$ cat src/logic/iam_pkg.sv
// Package with register map, field layout and codes of the entry matcher.
package iam_pkg;

  localparam int unsigned ADDR_W = 8;
  localparam int unsigned DATA_W = 32;

  typedef logic [ADDR_W-1:0] iam_addr_t;
  typedef logic [DATA_W-1:0] iam_word_t;
  typedef logic [2:0] iam_nh_t;
  typedef logic [1:0] iam_hop_t;

  // Register byte offsets.
  localparam iam_addr_t OFS_CTRL = 8'h00;
  localparam iam_addr_t OFS_VALUES = 8'h04;
  localparam iam_addr_t OFS_SRC_VALUE = 8'h08;
  localparam iam_addr_t OFS_SRC_MASK = 8'h0C;
  localparam iam_addr_t OFS_STATUS = 8'h10;

  // Control register fields.
  localparam int unsigned CTRL_NH_LSB = 0;
  localparam int unsigned CTRL_NH_W = 3;
  localparam int unsigned CTRL_SRC_BIT = 3;
  localparam int unsigned CTRL_HOP_LSB = 4;
  localparam int unsigned CTRL_HOP_W = 2;
  localparam int unsigned CTRL_TYPE_BIT = 6;
  localparam int unsigned CTRL_CODE_BIT = 7;
  localparam int unsigned CTRL_EN_BIT = 8;
  localparam int unsigned CTRL_W = 9;

  // Value register fields, one byte each.
  localparam int unsigned VAL_NH_LSB = 0;
  localparam int unsigned VAL_TYPE_LSB = 8;
  localparam int unsigned VAL_CODE_LSB = 16;
  localparam int unsigned VAL_W = 24;

  // Status register fields.
  localparam int unsigned STAT_CNT_LSB = 0;
  localparam int unsigned STAT_CNT_W = 16;
  localparam int unsigned STAT_LAST_BIT = 16;

  // Reset values.
  localparam logic [CTRL_W-1:0] CTRL_RESET = 9'h000;
  localparam logic [VAL_W-1:0] VALUES_RESET = 24'h000000;
  localparam iam_word_t SRC_VALUE_RESET = 32'h00000000;
  localparam iam_word_t SRC_MASK_RESET = 32'hFFFFFFFF;

  // Next-header filter modes.
  localparam iam_nh_t NH_ANY = 3'h0;
  localparam iam_nh_t NH_SPECIFIC = 3'h1;
  localparam iam_nh_t NH_ICMP = 3'h2;
  localparam iam_nh_t NH_UDP = 3'h3;
  localparam iam_nh_t NH_TCP = 3'h4;

  // Hop-limit condition settings.
  localparam iam_hop_t HOP_ANY = 2'h0;
  localparam iam_hop_t HOP_ZERO = 2'h1;
  localparam iam_hop_t HOP_NONZERO = 2'h2;

  // Protocol numbers carried in the IPv6 next-header byte.
  localparam logic [7:0] PROTO_ICMPV6 = 8'h3A;
  localparam logic [7:0] PROTO_UDP = 8'h11;
  localparam logic [7:0] PROTO_TCP = 8'h06;

endpackage : iam_pkg

$ cat src/logic/iam_entry_match.sv
// One IPv6/ICMP access-control entry with APB configuration and hit output.
module iam_entry_match #(
  parameter int unsigned SRC_W = 32
) (
  input wire logic CLK,
  input wire logic RST,
  input wire logic CE,
  input wire logic PSEL,
  input wire logic PENABLE,
  input wire logic PWRITE,
  input wire iam_pkg::iam_addr_t PADDR,
  input wire iam_pkg::iam_word_t PWDATA,
  output iam_pkg::iam_word_t PRDATA,
  output logic PREADY,
  output logic PSLVERR,
  input wire logic FRM_VALID,
  input wire logic FRM_IPV6,
  input wire logic [7:0] FRM_NEXT_HDR,
  input wire logic [SRC_W-1:0] FRM_SRC_LOW,
  input wire logic [7:0] FRM_HOP_LIMIT,
  input wire logic [7:0] FRM_ICMP_TYPE,
  input wire logic [7:0] FRM_ICMP_CODE,
  output logic RES_VALID,
  output logic RES_HIT,
  output logic RES_ICMP_ACTIVE,
  output logic RES_UDP_ACTIVE,
  output logic RES_TCP_ACTIVE
);
  import iam_pkg::*;

  logic [CTRL_W-1:0] ctrl;
  logic [VAL_W-1:0] values;
  logic [SRC_W-1:0] src_value;
  logic [SRC_W-1:0] src_mask;
  logic [STAT_CNT_W-1:0] hit_count;
  logic last_hit;

  // Bus decode.
  logic access;
  logic first_access;
  logic done;
  logic sel_ctrl;
  logic sel_values;
  logic sel_src_value;
  logic sel_src_mask;
  logic sel_status;
  logic mapped;
  logic wr_done;
  iam_word_t rd_data;

  assign access = PSEL && PENABLE;
  assign first_access = access && !PREADY;
  assign done = access && PREADY;
  assign sel_ctrl = (PADDR == OFS_CTRL);
  assign sel_values = (PADDR == OFS_VALUES);
  assign sel_src_value = (PADDR == OFS_SRC_VALUE);
  assign sel_src_mask = (PADDR == OFS_SRC_MASK);
  assign sel_status = (PADDR == OFS_STATUS);
  assign mapped = sel_ctrl || sel_values || sel_src_value ||
    sel_src_mask || sel_status;
  assign wr_done = done && PWRITE && mapped;

  assign rd_data = sel_ctrl ? {{(DATA_W-CTRL_W){1'b0}}, ctrl} :
    sel_values ? {{(DATA_W-VAL_W){1'b0}}, values} :
    sel_src_value ? src_value :
    sel_src_mask ? src_mask :
    sel_status ? {15'h0000, last_hit, hit_count} :
    32'h00000000;

  // Configuration fields.
  logic [2:0] cfg_nh_mode;
  logic [1:0] cfg_hop_mode;
  logic cfg_src_specific;
  logic cfg_type_specific;
  logic cfg_code_specific;
  logic cfg_enable;
  logic [7:0] cfg_nh_value;
  logic [7:0] cfg_type_value;
  logic [7:0] cfg_code_value;

  assign cfg_nh_mode = ctrl[CTRL_NH_LSB +: CTRL_NH_W];
  assign cfg_hop_mode = ctrl[CTRL_HOP_LSB +: CTRL_HOP_W];
  assign cfg_src_specific = ctrl[CTRL_SRC_BIT];
  assign cfg_type_specific = ctrl[CTRL_TYPE_BIT];
  assign cfg_code_specific = ctrl[CTRL_CODE_BIT];
  assign cfg_enable = ctrl[CTRL_EN_BIT];
  assign cfg_nh_value = values[VAL_NH_LSB +: 8];
  assign cfg_type_value = values[VAL_TYPE_LSB +: 8];
  assign cfg_code_value = values[VAL_CODE_LSB +: 8];

  logic match;
  logic icmp_active;
  logic udp_active;
  logic tcp_active;

  iam_criteria #(
    .SRC_W(SRC_W)
  ) u_criteria (
    .nh_mode(cfg_nh_mode),
    .nh_value(cfg_nh_value),
    .src_specific(cfg_src_specific),
    .src_value(src_value),
    .src_mask(src_mask),
    .hop_mode(cfg_hop_mode),
    .type_specific(cfg_type_specific),
    .type_value(cfg_type_value),
    .code_specific(cfg_code_specific),
    .code_value(cfg_code_value),
    .frm_ipv6(FRM_IPV6),
    .frm_next_hdr(FRM_NEXT_HDR),
    .frm_src_low(FRM_SRC_LOW),
    .frm_hop_limit(FRM_HOP_LIMIT),
    .frm_icmp_type(FRM_ICMP_TYPE),
    .frm_icmp_code(FRM_ICMP_CODE),
    .match(match),
    .icmp_active(icmp_active),
    .udp_active(udp_active),
    .tcp_active(tcp_active)
  );

  logic next_hit;
  logic count_clear;
  logic [STAT_CNT_W-1:0] count_base;
  logic [STAT_CNT_W-1:0] next_count;

  assign next_hit = FRM_VALID && cfg_enable && match;
  assign count_clear = wr_done && sel_status;
  // A hit in the clearing cycle is still counted, so none is lost.
  assign count_base = count_clear ? '0 : hit_count;
  assign next_count = (next_hit && (count_base != '1)) ?
    count_base + 16'h0001 : count_base;

  // Bus answer: one wait state, then PREADY for one cycle.
  always_ff @(posedge CLK or posedge RST) begin
    if (RST) begin
      PREADY <= 1'b0;
      PRDATA <= 32'h00000000;
      PSLVERR <= 1'b0;
    end else if (CE) begin
      PREADY <= first_access;
      PRDATA <= (first_access && !PWRITE && mapped) ? rd_data : 32'h00000000;
      PSLVERR <= first_access && !mapped;
    end
  end

  always_ff @(posedge CLK or posedge RST) begin
    if (RST) begin
      ctrl <= CTRL_RESET;
      values <= VALUES_RESET;
      src_value <= SRC_VALUE_RESET;
      src_mask <= SRC_MASK_RESET;
    end else if (CE && wr_done) begin
      if (sel_ctrl) ctrl <= PWDATA[CTRL_W-1:0];
      if (sel_values) values <= PWDATA[VAL_W-1:0];
      if (sel_src_value) src_value <= PWDATA[SRC_W-1:0];
      if (sel_src_mask) src_mask <= PWDATA[SRC_W-1:0];
    end
  end

  always_ff @(posedge CLK or posedge RST) begin
    if (RST) begin
      hit_count <= '0;
      last_hit <= 1'b0;
    end else if (CE) begin
      hit_count <= next_count;
      if (FRM_VALID) last_hit <= next_hit;
    end
  end

  // Result stage: one cycle after the frame fields are offered.
  always_ff @(posedge CLK or posedge RST) begin
    if (RST) begin
      RES_VALID <= 1'b0;
      RES_HIT <= 1'b0;
      RES_ICMP_ACTIVE <= 1'b0;
      RES_UDP_ACTIVE <= 1'b0;
      RES_TCP_ACTIVE <= 1'b0;
    end else if (CE) begin
      RES_VALID <= FRM_VALID;
      RES_HIT <= next_hit;
      RES_ICMP_ACTIVE <= FRM_VALID && icmp_active;
      RES_UDP_ACTIVE <= FRM_VALID && udp_active;
      RES_TCP_ACTIVE <= FRM_VALID && tcp_active;
    end
  end

  // Checks on the hit decision and the bus answer.
  logic evt;
  assign evt = CE && FRM_VALID && FRM_IPV6 && cfg_enable;
endmodule : iam_entry_match

$ cat src/logic/iam_criteria.sv
// Combinational test of one entry's criteria against parsed frame fields.
module iam_criteria #(
  parameter int unsigned SRC_W = 32
) (
  input wire logic [2:0] nh_mode,
  input wire logic [7:0] nh_value,
  input wire logic src_specific,
  input wire logic [SRC_W-1:0] src_value,
  input wire logic [SRC_W-1:0] src_mask,
  input wire logic [1:0] hop_mode,
  input wire logic type_specific,
  input wire logic [7:0] type_value,
  input wire logic code_specific,
  input wire logic [7:0] code_value,
  input wire logic frm_ipv6,
  input wire logic [7:0] frm_next_hdr,
  input wire logic [SRC_W-1:0] frm_src_low,
  input wire logic [7:0] frm_hop_limit,
  input wire logic [7:0] frm_icmp_type,
  input wire logic [7:0] frm_icmp_code,
  output logic match,
  output logic icmp_active,
  output logic udp_active,
  output logic tcp_active
);
  import iam_pkg::*;

  // A byte criterion left at don't-care always holds.
  function automatic logic byte_ok(input logic specific,
                                   input logic [7:0] want,
                                   input logic [7:0] seen);
    return !specific || (want == seen);
  endfunction : byte_ok

  logic nh_ok;
  logic src_ok;
  logic hop_ok;
  logic type_ok;
  logic code_ok;

  // Unused mode codes never match, so a bad setting cannot open the entry.
  assign nh_ok = (nh_mode == NH_ANY) ? 1'b1 :
    (nh_mode == NH_SPECIFIC) ? byte_ok(1'b1, nh_value, frm_next_hdr) :
    (nh_mode == NH_ICMP) ? byte_ok(1'b1, PROTO_ICMPV6, frm_next_hdr) :
    (nh_mode == NH_UDP) ? byte_ok(1'b1, PROTO_UDP, frm_next_hdr) :
    (nh_mode == NH_TCP) ? byte_ok(1'b1, PROTO_TCP, frm_next_hdr) :
    1'b0;

  assign icmp_active = (nh_mode == NH_ICMP);
  assign udp_active = (nh_mode == NH_UDP);
  assign tcp_active = (nh_mode == NH_TCP);

  // Only the low word of the address is stored; a zero mask bit is ignored.
  assign src_ok = !src_specific ||
    (((frm_src_low ^ src_value) & src_mask) == '0);

  assign hop_ok = (hop_mode == HOP_ANY) ||
    ((hop_mode == HOP_ZERO) && (frm_hop_limit == 8'h00)) ||
    ((hop_mode == HOP_NONZERO) && (frm_hop_limit != 8'h00));

  assign type_ok = !icmp_active ||
    byte_ok(type_specific, type_value, frm_icmp_type);
  assign code_ok = !icmp_active ||
    byte_ok(code_specific, code_value, frm_icmp_code);

  assign match = frm_ipv6 && nh_ok && src_ok && hop_ok &&
    type_ok && code_ok;

endmodule : iam_criteria

$ cat config.mk
export PLATFORM = sky130hd
export DESIGN_NAME = iam_entry_match
export DESIGN_NICKNAME = d
export VERILOG_FILES = /design/src/logic/iam_pkg.sv /design/src/logic/iam_entry_match.sv /design/src/logic/iam_criteria.sv
export SDC_FILE = /design/constraint.sdc
export NUM_CORES = 1
export LEC_CHECK = 0
export ABC_AREA = 1
export BUFFER_PORTS_ARGS = -buffer_cell sky130_fd_sc_hd__buf_2
export CORE_UTILIZATION = 50
export CTS_CLUSTER_SIZE = 14
export DETAILED_ROUTE_END_ITERATION = 10
export GPL_TIMING_DRIVEN = 0
export HOLD_SLACK_MARGIN = 0.12
export PLACE_DENSITY = 0.81
export SLEW_MARGIN = 25
export SYNTH_ARGS = -nofsm -noshare
export SYNTH_HDL_FRONTEND = slang
export SYNTH_SLANG_ARGS = --single-unit
$ cat constraint.sdc
create_clock -name CLK -period 5.1 [get_ports CLK]
set_input_delay 1.275 -clock CLK [delete_from_list [all_inputs] [get_ports CLK]]
set_output_delay 1.275 -clock CLK [all_outputs]
set_load 0.1 [all_outputs]
==> results of run 1 <==
## where the power goes
group	total (uW)	internal [uW]	switching, uW
clock	1390	880	512
sequential	1230	1220	5.36
combinational	183	66.2	117
total	2800	2170	635
## cell usage in the layout (no fill, tap or decap), drive strengths merged, types with 2 or more instances in the layout
cell / n
o21ai: 148
inv: 126
buf: 171
a21oi: 12
a32o: 8
nand4: 17
xor2: 2
nor3: 8
o41ai: 2
clkbuf: 46
nor2: 63
or2: 22
xnor2: 21
clkinvlp: 3
bufinv: 5
o211ai: 10
dfrtp: 121
nand2: 388
dfstp: 32
clkinv: 4
a221oi: 10
nand3: 79
o221ai: 3
a21o: 2
## worst min-delay path, cell delays in order, from the launching register on
cell	delay, ps
dfrtp_1	340
nand2_1	50
nand2_1	50
## per-stage QoR
step | setup WS, ps | hold slack, ps
after detailed placement | 1250 | 463
after global routing | 1420 | 498
after global placement | 1010 | 452
after floorplan | 1880 | 469
final | 1640 | 476
after CTS | 1680 | 478
## area by class of cell
class,count,area share [%]
Sequential cell,153,38.1
Buffer,42,1.97
Clock buffer,20,4.40
Timing Repair Buffer,155,8.45
Tap cell,216,2.66
Multi-Input combinational cell,804,37.8
Inverter,126,4.69
Clock inverter,12,1.95
## flip-flops by register name, indices dropped and copies added, names as in the netlist
| register | cells |
|---|---|
| hit_count | 16 |
| last_hit | 1 |
| values | 24 |
| RES_VALID | 1 |
| RES_UDP_ACTIVE | 1 |
| PREADY | 1 |
| ctrl | 9 |
| RES_ICMP_ACTIVE | 1 |
| RES_HIT | 1 |
| src_value | 32 |
| RES_TCP_ACTIVE | 1 |
| PRDATA | 32 |
| PSLVERR | 1 |
| src_mask | 32 |
## worst paths after layout
kind,start,endpoint,slack (ps),cells past startpoint
worst max-delay path,PADDR[3],hit_count[9],1640,19
min in group asynchronous,RST,src_value[31],830,2
worst max register to register,PREADY,hit_count[9],2220,17
worst min-delay path,PRDATA[2],PRDATA[2],480,2
max in group asynchronous,RST,src_mask[12],3480,4
worst min register to register,PRDATA[2],PRDATA[2],480,2
## logic make-up after synthesis
group                    synth area share [%]
flip-flops                               46.1
AND/OR/NAND/NOR                          29.6
XOR/XNOR                                 2.40
buffers and inverters                    8.03
AO/OA/AOI/OAI                            13.7
adder cells (fa/ha/maj)                 0.149
## per-layer routing
| metal | track usage [%] | vias up | share of wire (%) |
|---|---|---|---|
| li1 | - | 4000 | - |
| met1 | 41.3 | 4004 | 40 |
| met2 | 50.8 | 511 | 46 |
| met3 | 4.90 | 96 | 9.3 |
| met4 | 16.5 | 0 | 4.2 |
| met5 | 0 | - | 0 |
==> impl_metrics.csv, run 1 <==
group,metric,value,unit
cells_and_area,drive_above_1_share,20.9,%
synthesis,yosysTopAreaCell,"dfrtp_1",
cells_and_area,nets,1412,
pwr,leakage,0.00510,uW
place,gp_congestion,0.951,
synthesis,async_reset_ff_share,100,%
synthesis,ys_warn_count,0,
clocking,htreeDepth,4,
clocking,cts.reportedPaths.clkPinSlew,60,ps
global_routing,grt.total_usage,31.6,%
place,io_buffer_count,150,
clocking,cts_sinks,153,
worst_setup_path,crit_arrival,3830,ps
worst_setup_path,worst-path-buf-inv,5,
detailed_routing,num_vias,8611,
worst_setup_path,critPathSlowestCell,"nor2_2",
cells_and_area,antenna-diode-count,0,
sta,finalSetupViolCount,0,
clocking,cts-buffers-inserted,17,
sta,post-route-period-util,67.9,%
place,place_inst,1496,
floorplanning,rows,46,
detailed_routing,drt_iter0_markers,859,
worst_setup_path,cp_max_fo,10,
synthesis,synth_edf_count,0,
worst_setup_path,worstSetupEndpointType,"flop",
place,placed_area,9520,sq um
pwr,p_per_area,276,nW/um^2
detailed_routing,postRouteAntennaNets,0,
worst_setup_path,critPathMaxStageDelay,260,ps
synthesis,synth_area_per_cell,7.45,sq um
clocking,cts_root_buf,"clkbuf_16",
clocking,cts_max_path_buffers,2,
sta,fmax,0.289,GHz
synthesis,synth_seq_cells,153,
cells_and_area,fin_util,63.0,%
detailed_routing,wl_per_cell,17.5,microns
global_routing,grt_pass1_vias,8345,
clocking,cts_resized,0,
worst_setup_path,crit_chain,"buf_2 > inv_2 > nand2_2 > nor2_2 > nand3_2 > buf_6 > inv_2 > nor2_2 > ha_1 > and3_1 > nand4_1 > nor2_2 > nand3_4 > nand4_2 > buf_4 > nand2_1 > nand2_1 > nand2_1 > nand2_1",
clocking,worstSkewPairLatency,440,ps
sta,tns,0,ps
cells_and_area,post-route-cell-area,10200,sq um
pwr,power,2800,uW
cells_and_area,regArea,3870,sq um
sta,skew,13.6,ps
detailed_routing,routed_wl,26700,microns
sta,rsz0062_at_grt,"false",
floorplanning,ios,151,
synthesis,syn-num-nets,1238,
clocking,cts_tree,"built",
sta,fin_crit,3460,ps
global_routing,antenna_found_initial,0,
detailed_routing,firstDrtPassIters,5,
cells_and_area,area_growth,21.2,%
cells_and_area,fill_cells,1407,
floorplanning,coreArea,16100,sq um
outcome,status,"finished, final reports clean",
worst_setup_path,crit_type,"primary input to flop",
synthesis,synth_cells,1125,
clocking,cts_setup_buffers,0,
cells_and_area,multiInputGateArea,3840,sq um
worst_setup_path,worstPathRequired,5470,ps
pwr,irDropWorstVdd,263,uV
global_routing,grt_pass1_wl,42700,microns
floorplanning,start_util,52.0,%
floorplanning,dieArea,17300,sq um
synthesis,seq_area_frac_synth,46.1,%
cells_and_area,instances_no_fill,1528,
sta,relSlewSlack,46.5,%
global_routing,grt_overflow_total,0,
synthesis,synth_top_cell_area_share,36.1,%
sta,maxSlewViolCount,0,
global_routing,grt_max_degree,33,
detailed_routing,drc,0,
job,max_cap_violations,0,
synthesis,synthTopCellsByCount,"nand2_1 (384), o21ai_0 (139), dfrtp_1 (121), inv_1 (121), nand3_1 (75)",
floorplanning,die_x,131,microns
worst_setup_path,cp_common_cell,"nand2_1",
detailed_routing,viasPerCell,5.64,
place,hpwl,19500,microns
sta,finalHoldViolations,0,
clocking,cts_hold_buf,0,
synthesis,synth_cell_types,45,
worst_hold_path,hold_class,"flop to flop",
floorplanning,fp.dieH,131,microns
synthesis,synth_flop_cell,"dfrtp_1",
synthesis,syn_area,8380,sq um
synthesis,netlist_top_cells_area,"dfrtp_1 (36%), nand2_1 (17%), dfstp_2 (10%)",
worst_setup_path,start_kind,"primary input",
sta,worst_pin_slew,803,ps
synthesis,synth.most_common_cell,"nand2_1",
worst_setup_path,critical_path.top_delay_family,"simple AND/OR/NAND/NOR gates",
No activity file was read; power rests on OpenSTA's default activity.
==> inputs of run 2 (changes only) <==
PLACE_DENSITY = 0.78   (was 0.81)
clock period = 3.4 ns   (was 5.1 ns; I/O delays follow)
==> run 2 against run 1 <==
Compared with the run above:
- critical path depth fell by 1
- setup slack lost 1400 ps
- wire length fell by 1.6%
- utilization down 0.33 points
- global-route usage fell by 0.095 points
- sequential share of layout area rose by 0.20 points
- via count is 2.6% lower
- clock power is 39% higher
- largest cell class unchanged
==> impl_metrics.csv, run 2 (synthesis gave the netlist of run 1 again) <==
group,metric,value,unit
clocking,cts_tree,"built",
floorplanning,fp.dieH,131,microns
global_routing,grt.total_usage,31.5,%
place,gp_congestion,0.937,
detailed_routing,wl_per_cell,17.2,microns
detailed_routing,routed_wl,26300,microns
worst_setup_path,crit_type,"primary input to flop",
pwr,p_per_area,400,nW/um^2
cells_and_area,drive_above_1_share,20.7,%
worst_setup_path,cp_max_fo,10,
cells_and_area,instances_no_fill,1528,
worst_hold_path,hold_class,"primary input to asynchronous set/reset pin",
floorplanning,rows,46,
pwr,leakage,0.00507,uW
sta,fin_crit,3120,ps
global_routing,antenna_found_initial,1,
sta,post-route-period-util,91.9,%
place,place_ws,-110,ps
floorplanning,dieArea,17300,sq um
worst_setup_path,crit_arrival,3440,ps
sta,finalHoldViolations,0,
cells_and_area,area_growth,20.6,%
clocking,worstSkewPairLatency,440,ps
clocking,cts_hold_buf,0,
global_routing,grt_pass1_wl,42200,microns
sta,setup_ws,277,ps
clocking,cts_resized,0,
clocking,cts_sinks,153,
detailed_routing,drt_iter0_markers,646,
global_routing,grt_pass1_vias,8087,
clocking,cts.reportedPaths.clkPinSlew,60,ps
clocking,cts-buffers-inserted,17,
clocking,htreeDepth,4,
clocking,cts_root_buf,"clkbuf_16",
place,hpwl,19300,microns
cells_and_area,layout_commonest_cell,"nand2_1",
floorplanning,coreArea,16100,sq um
floorplanning,die_x,131,microns
cells_and_area,fin_util,62.7,%
sta,rsz0062_at_grt,"false",
cells_and_area,fill_cells,1452,
detailed_routing,postRouteAntennaNets,0,
detailed_routing,viasPerCell,5.49,
global_routing,grt_max_degree,32,
place,io_buffer_count,150,
sta,worst_pin_slew,790,ps
floorplanning,start_util,52.0,%
sta,maxSlewViolCount,0,
sta,relSlewSlack,47.3,%
worst_setup_path,start_kind,"primary input",
detailed_routing,num_vias,8390,
clocking,cts_max_path_buffers,2,
sta,fmax,0.320,GHz
worst_setup_path,worstPathRequired,3710,ps
job,max_cap_violations,0,
cells_and_area,nets,1412,
detailed_routing,drc,0,
outcome,status,"finished, final reports clean",
sta,finalSetupViolCount,0,
sta,skew,9.84,ps
cells_and_area,top_regs,"PRDATA (32), src_mask (32), src_value (32)",
cells_and_area,mostFrequentLayoutCells,"nand2_1 (384), buf_2 (160), o21ai_0 (139)",
pwr,irDropWorstVdd,337,uV
worst_setup_path,worstSetupEndpointType,"flop",
place,place_inst,1496,
clocking,cts_setup_buffers,0,
floorplanning,ios,151,
global_routing,grt_overflow_total,0,
detailed_routing,firstDrtPassIters,7,
==> run 2: cell count changes in the layout (fill, tap and decap cells not counted) <==
cell	delta
diode_2	+1
clkinv_2	+1
clkbuf_1	+1
clkinv_4	-1
inv_6	-1
clkbuf_8	+1
bufinv_16	-2
==> run 2: cell type report <==
cell class,instances,area (sq um),area share [%]
tap,216,270,2.67
clock inverter,9,125,1.24
buffer,42,200,1.98
antenna,1,2.50,0.0248
timing repair buffer,155,858,8.49
inverter,126,477,4.72
multi-input combinational,804,3840,38.0
clock buffer,22,464,4.59
sequential,153,3870,38.3
==> run 2: worst paths after layout <==
kind                       startpoint            end  slack (ps)  cells after the start
hold reg to reg             PRDATA[1]      PRDATA[1]         480                      2
setup / recovery             PADDR[6]  hit_count[13]         280                     18
max in group asynchronous         RST   src_mask[14]        2200                      4
hold / removal                    RST  src_value[30]         410                      2
setup reg to reg               PREADY  hit_count[13]         530                     16
min in group CLK            PRDATA[1]      PRDATA[1]         480                      2
==> run 2: worst max-delay path, cell delays in order <==
cell     delay (ps)
buf_2            70
inv_1            30
nand2_1         180
nor2_1          110
nand3_2         140
buf_6           160
inv_2           100
nor2_2          190
ha_1            230
and3_1          200
nand4_1         160
nor2_2          260
nand3_4         180
nand4_2         170
buf_4           210
nor2_1           50
nand3_1          60
nand2_1          60
==> run 2: report_power, final <==
part	internal, uW	switching, uW	total, uW
clock network	1180	748	1930
registers	1830	7.71	1840
logic	99.2	174	274
total	3110	930	4040
==> run 2: per-layer routing <==
metal | up-vias | routed length, microns | GRT usage (%)
met5 | - | 0 | 0
met4 | 0 | 1140 | 16.0
met3 | 72 | 2280 | 7.56
met2 | 446 | 11900 | 49.5
met1 | 3881 | 11000 | 40.5
li1 | 3991 | - | -
==> run 2: per-stage QoR <==
| step | instance area, sq um | total power, uW | TNS [ps] | hold WS [ps] |
|---|---|---|---|---|
| 2_1_floorplan | 8390 | 2000 | 0 | 469 |
| 3_3_place_gp | 9410 | 2120 | -42030 | 450 |
| 3_5_place_dp | 9520 | 2140 | -1150 | 463 |
| 4_1_cts | 10100 | 4040 | 0 | 418 |
| 5_1_grt | 10100 | 4150 | 0 | 432 |
| 6_report | 10100 | 4040 | 0 | 412 |
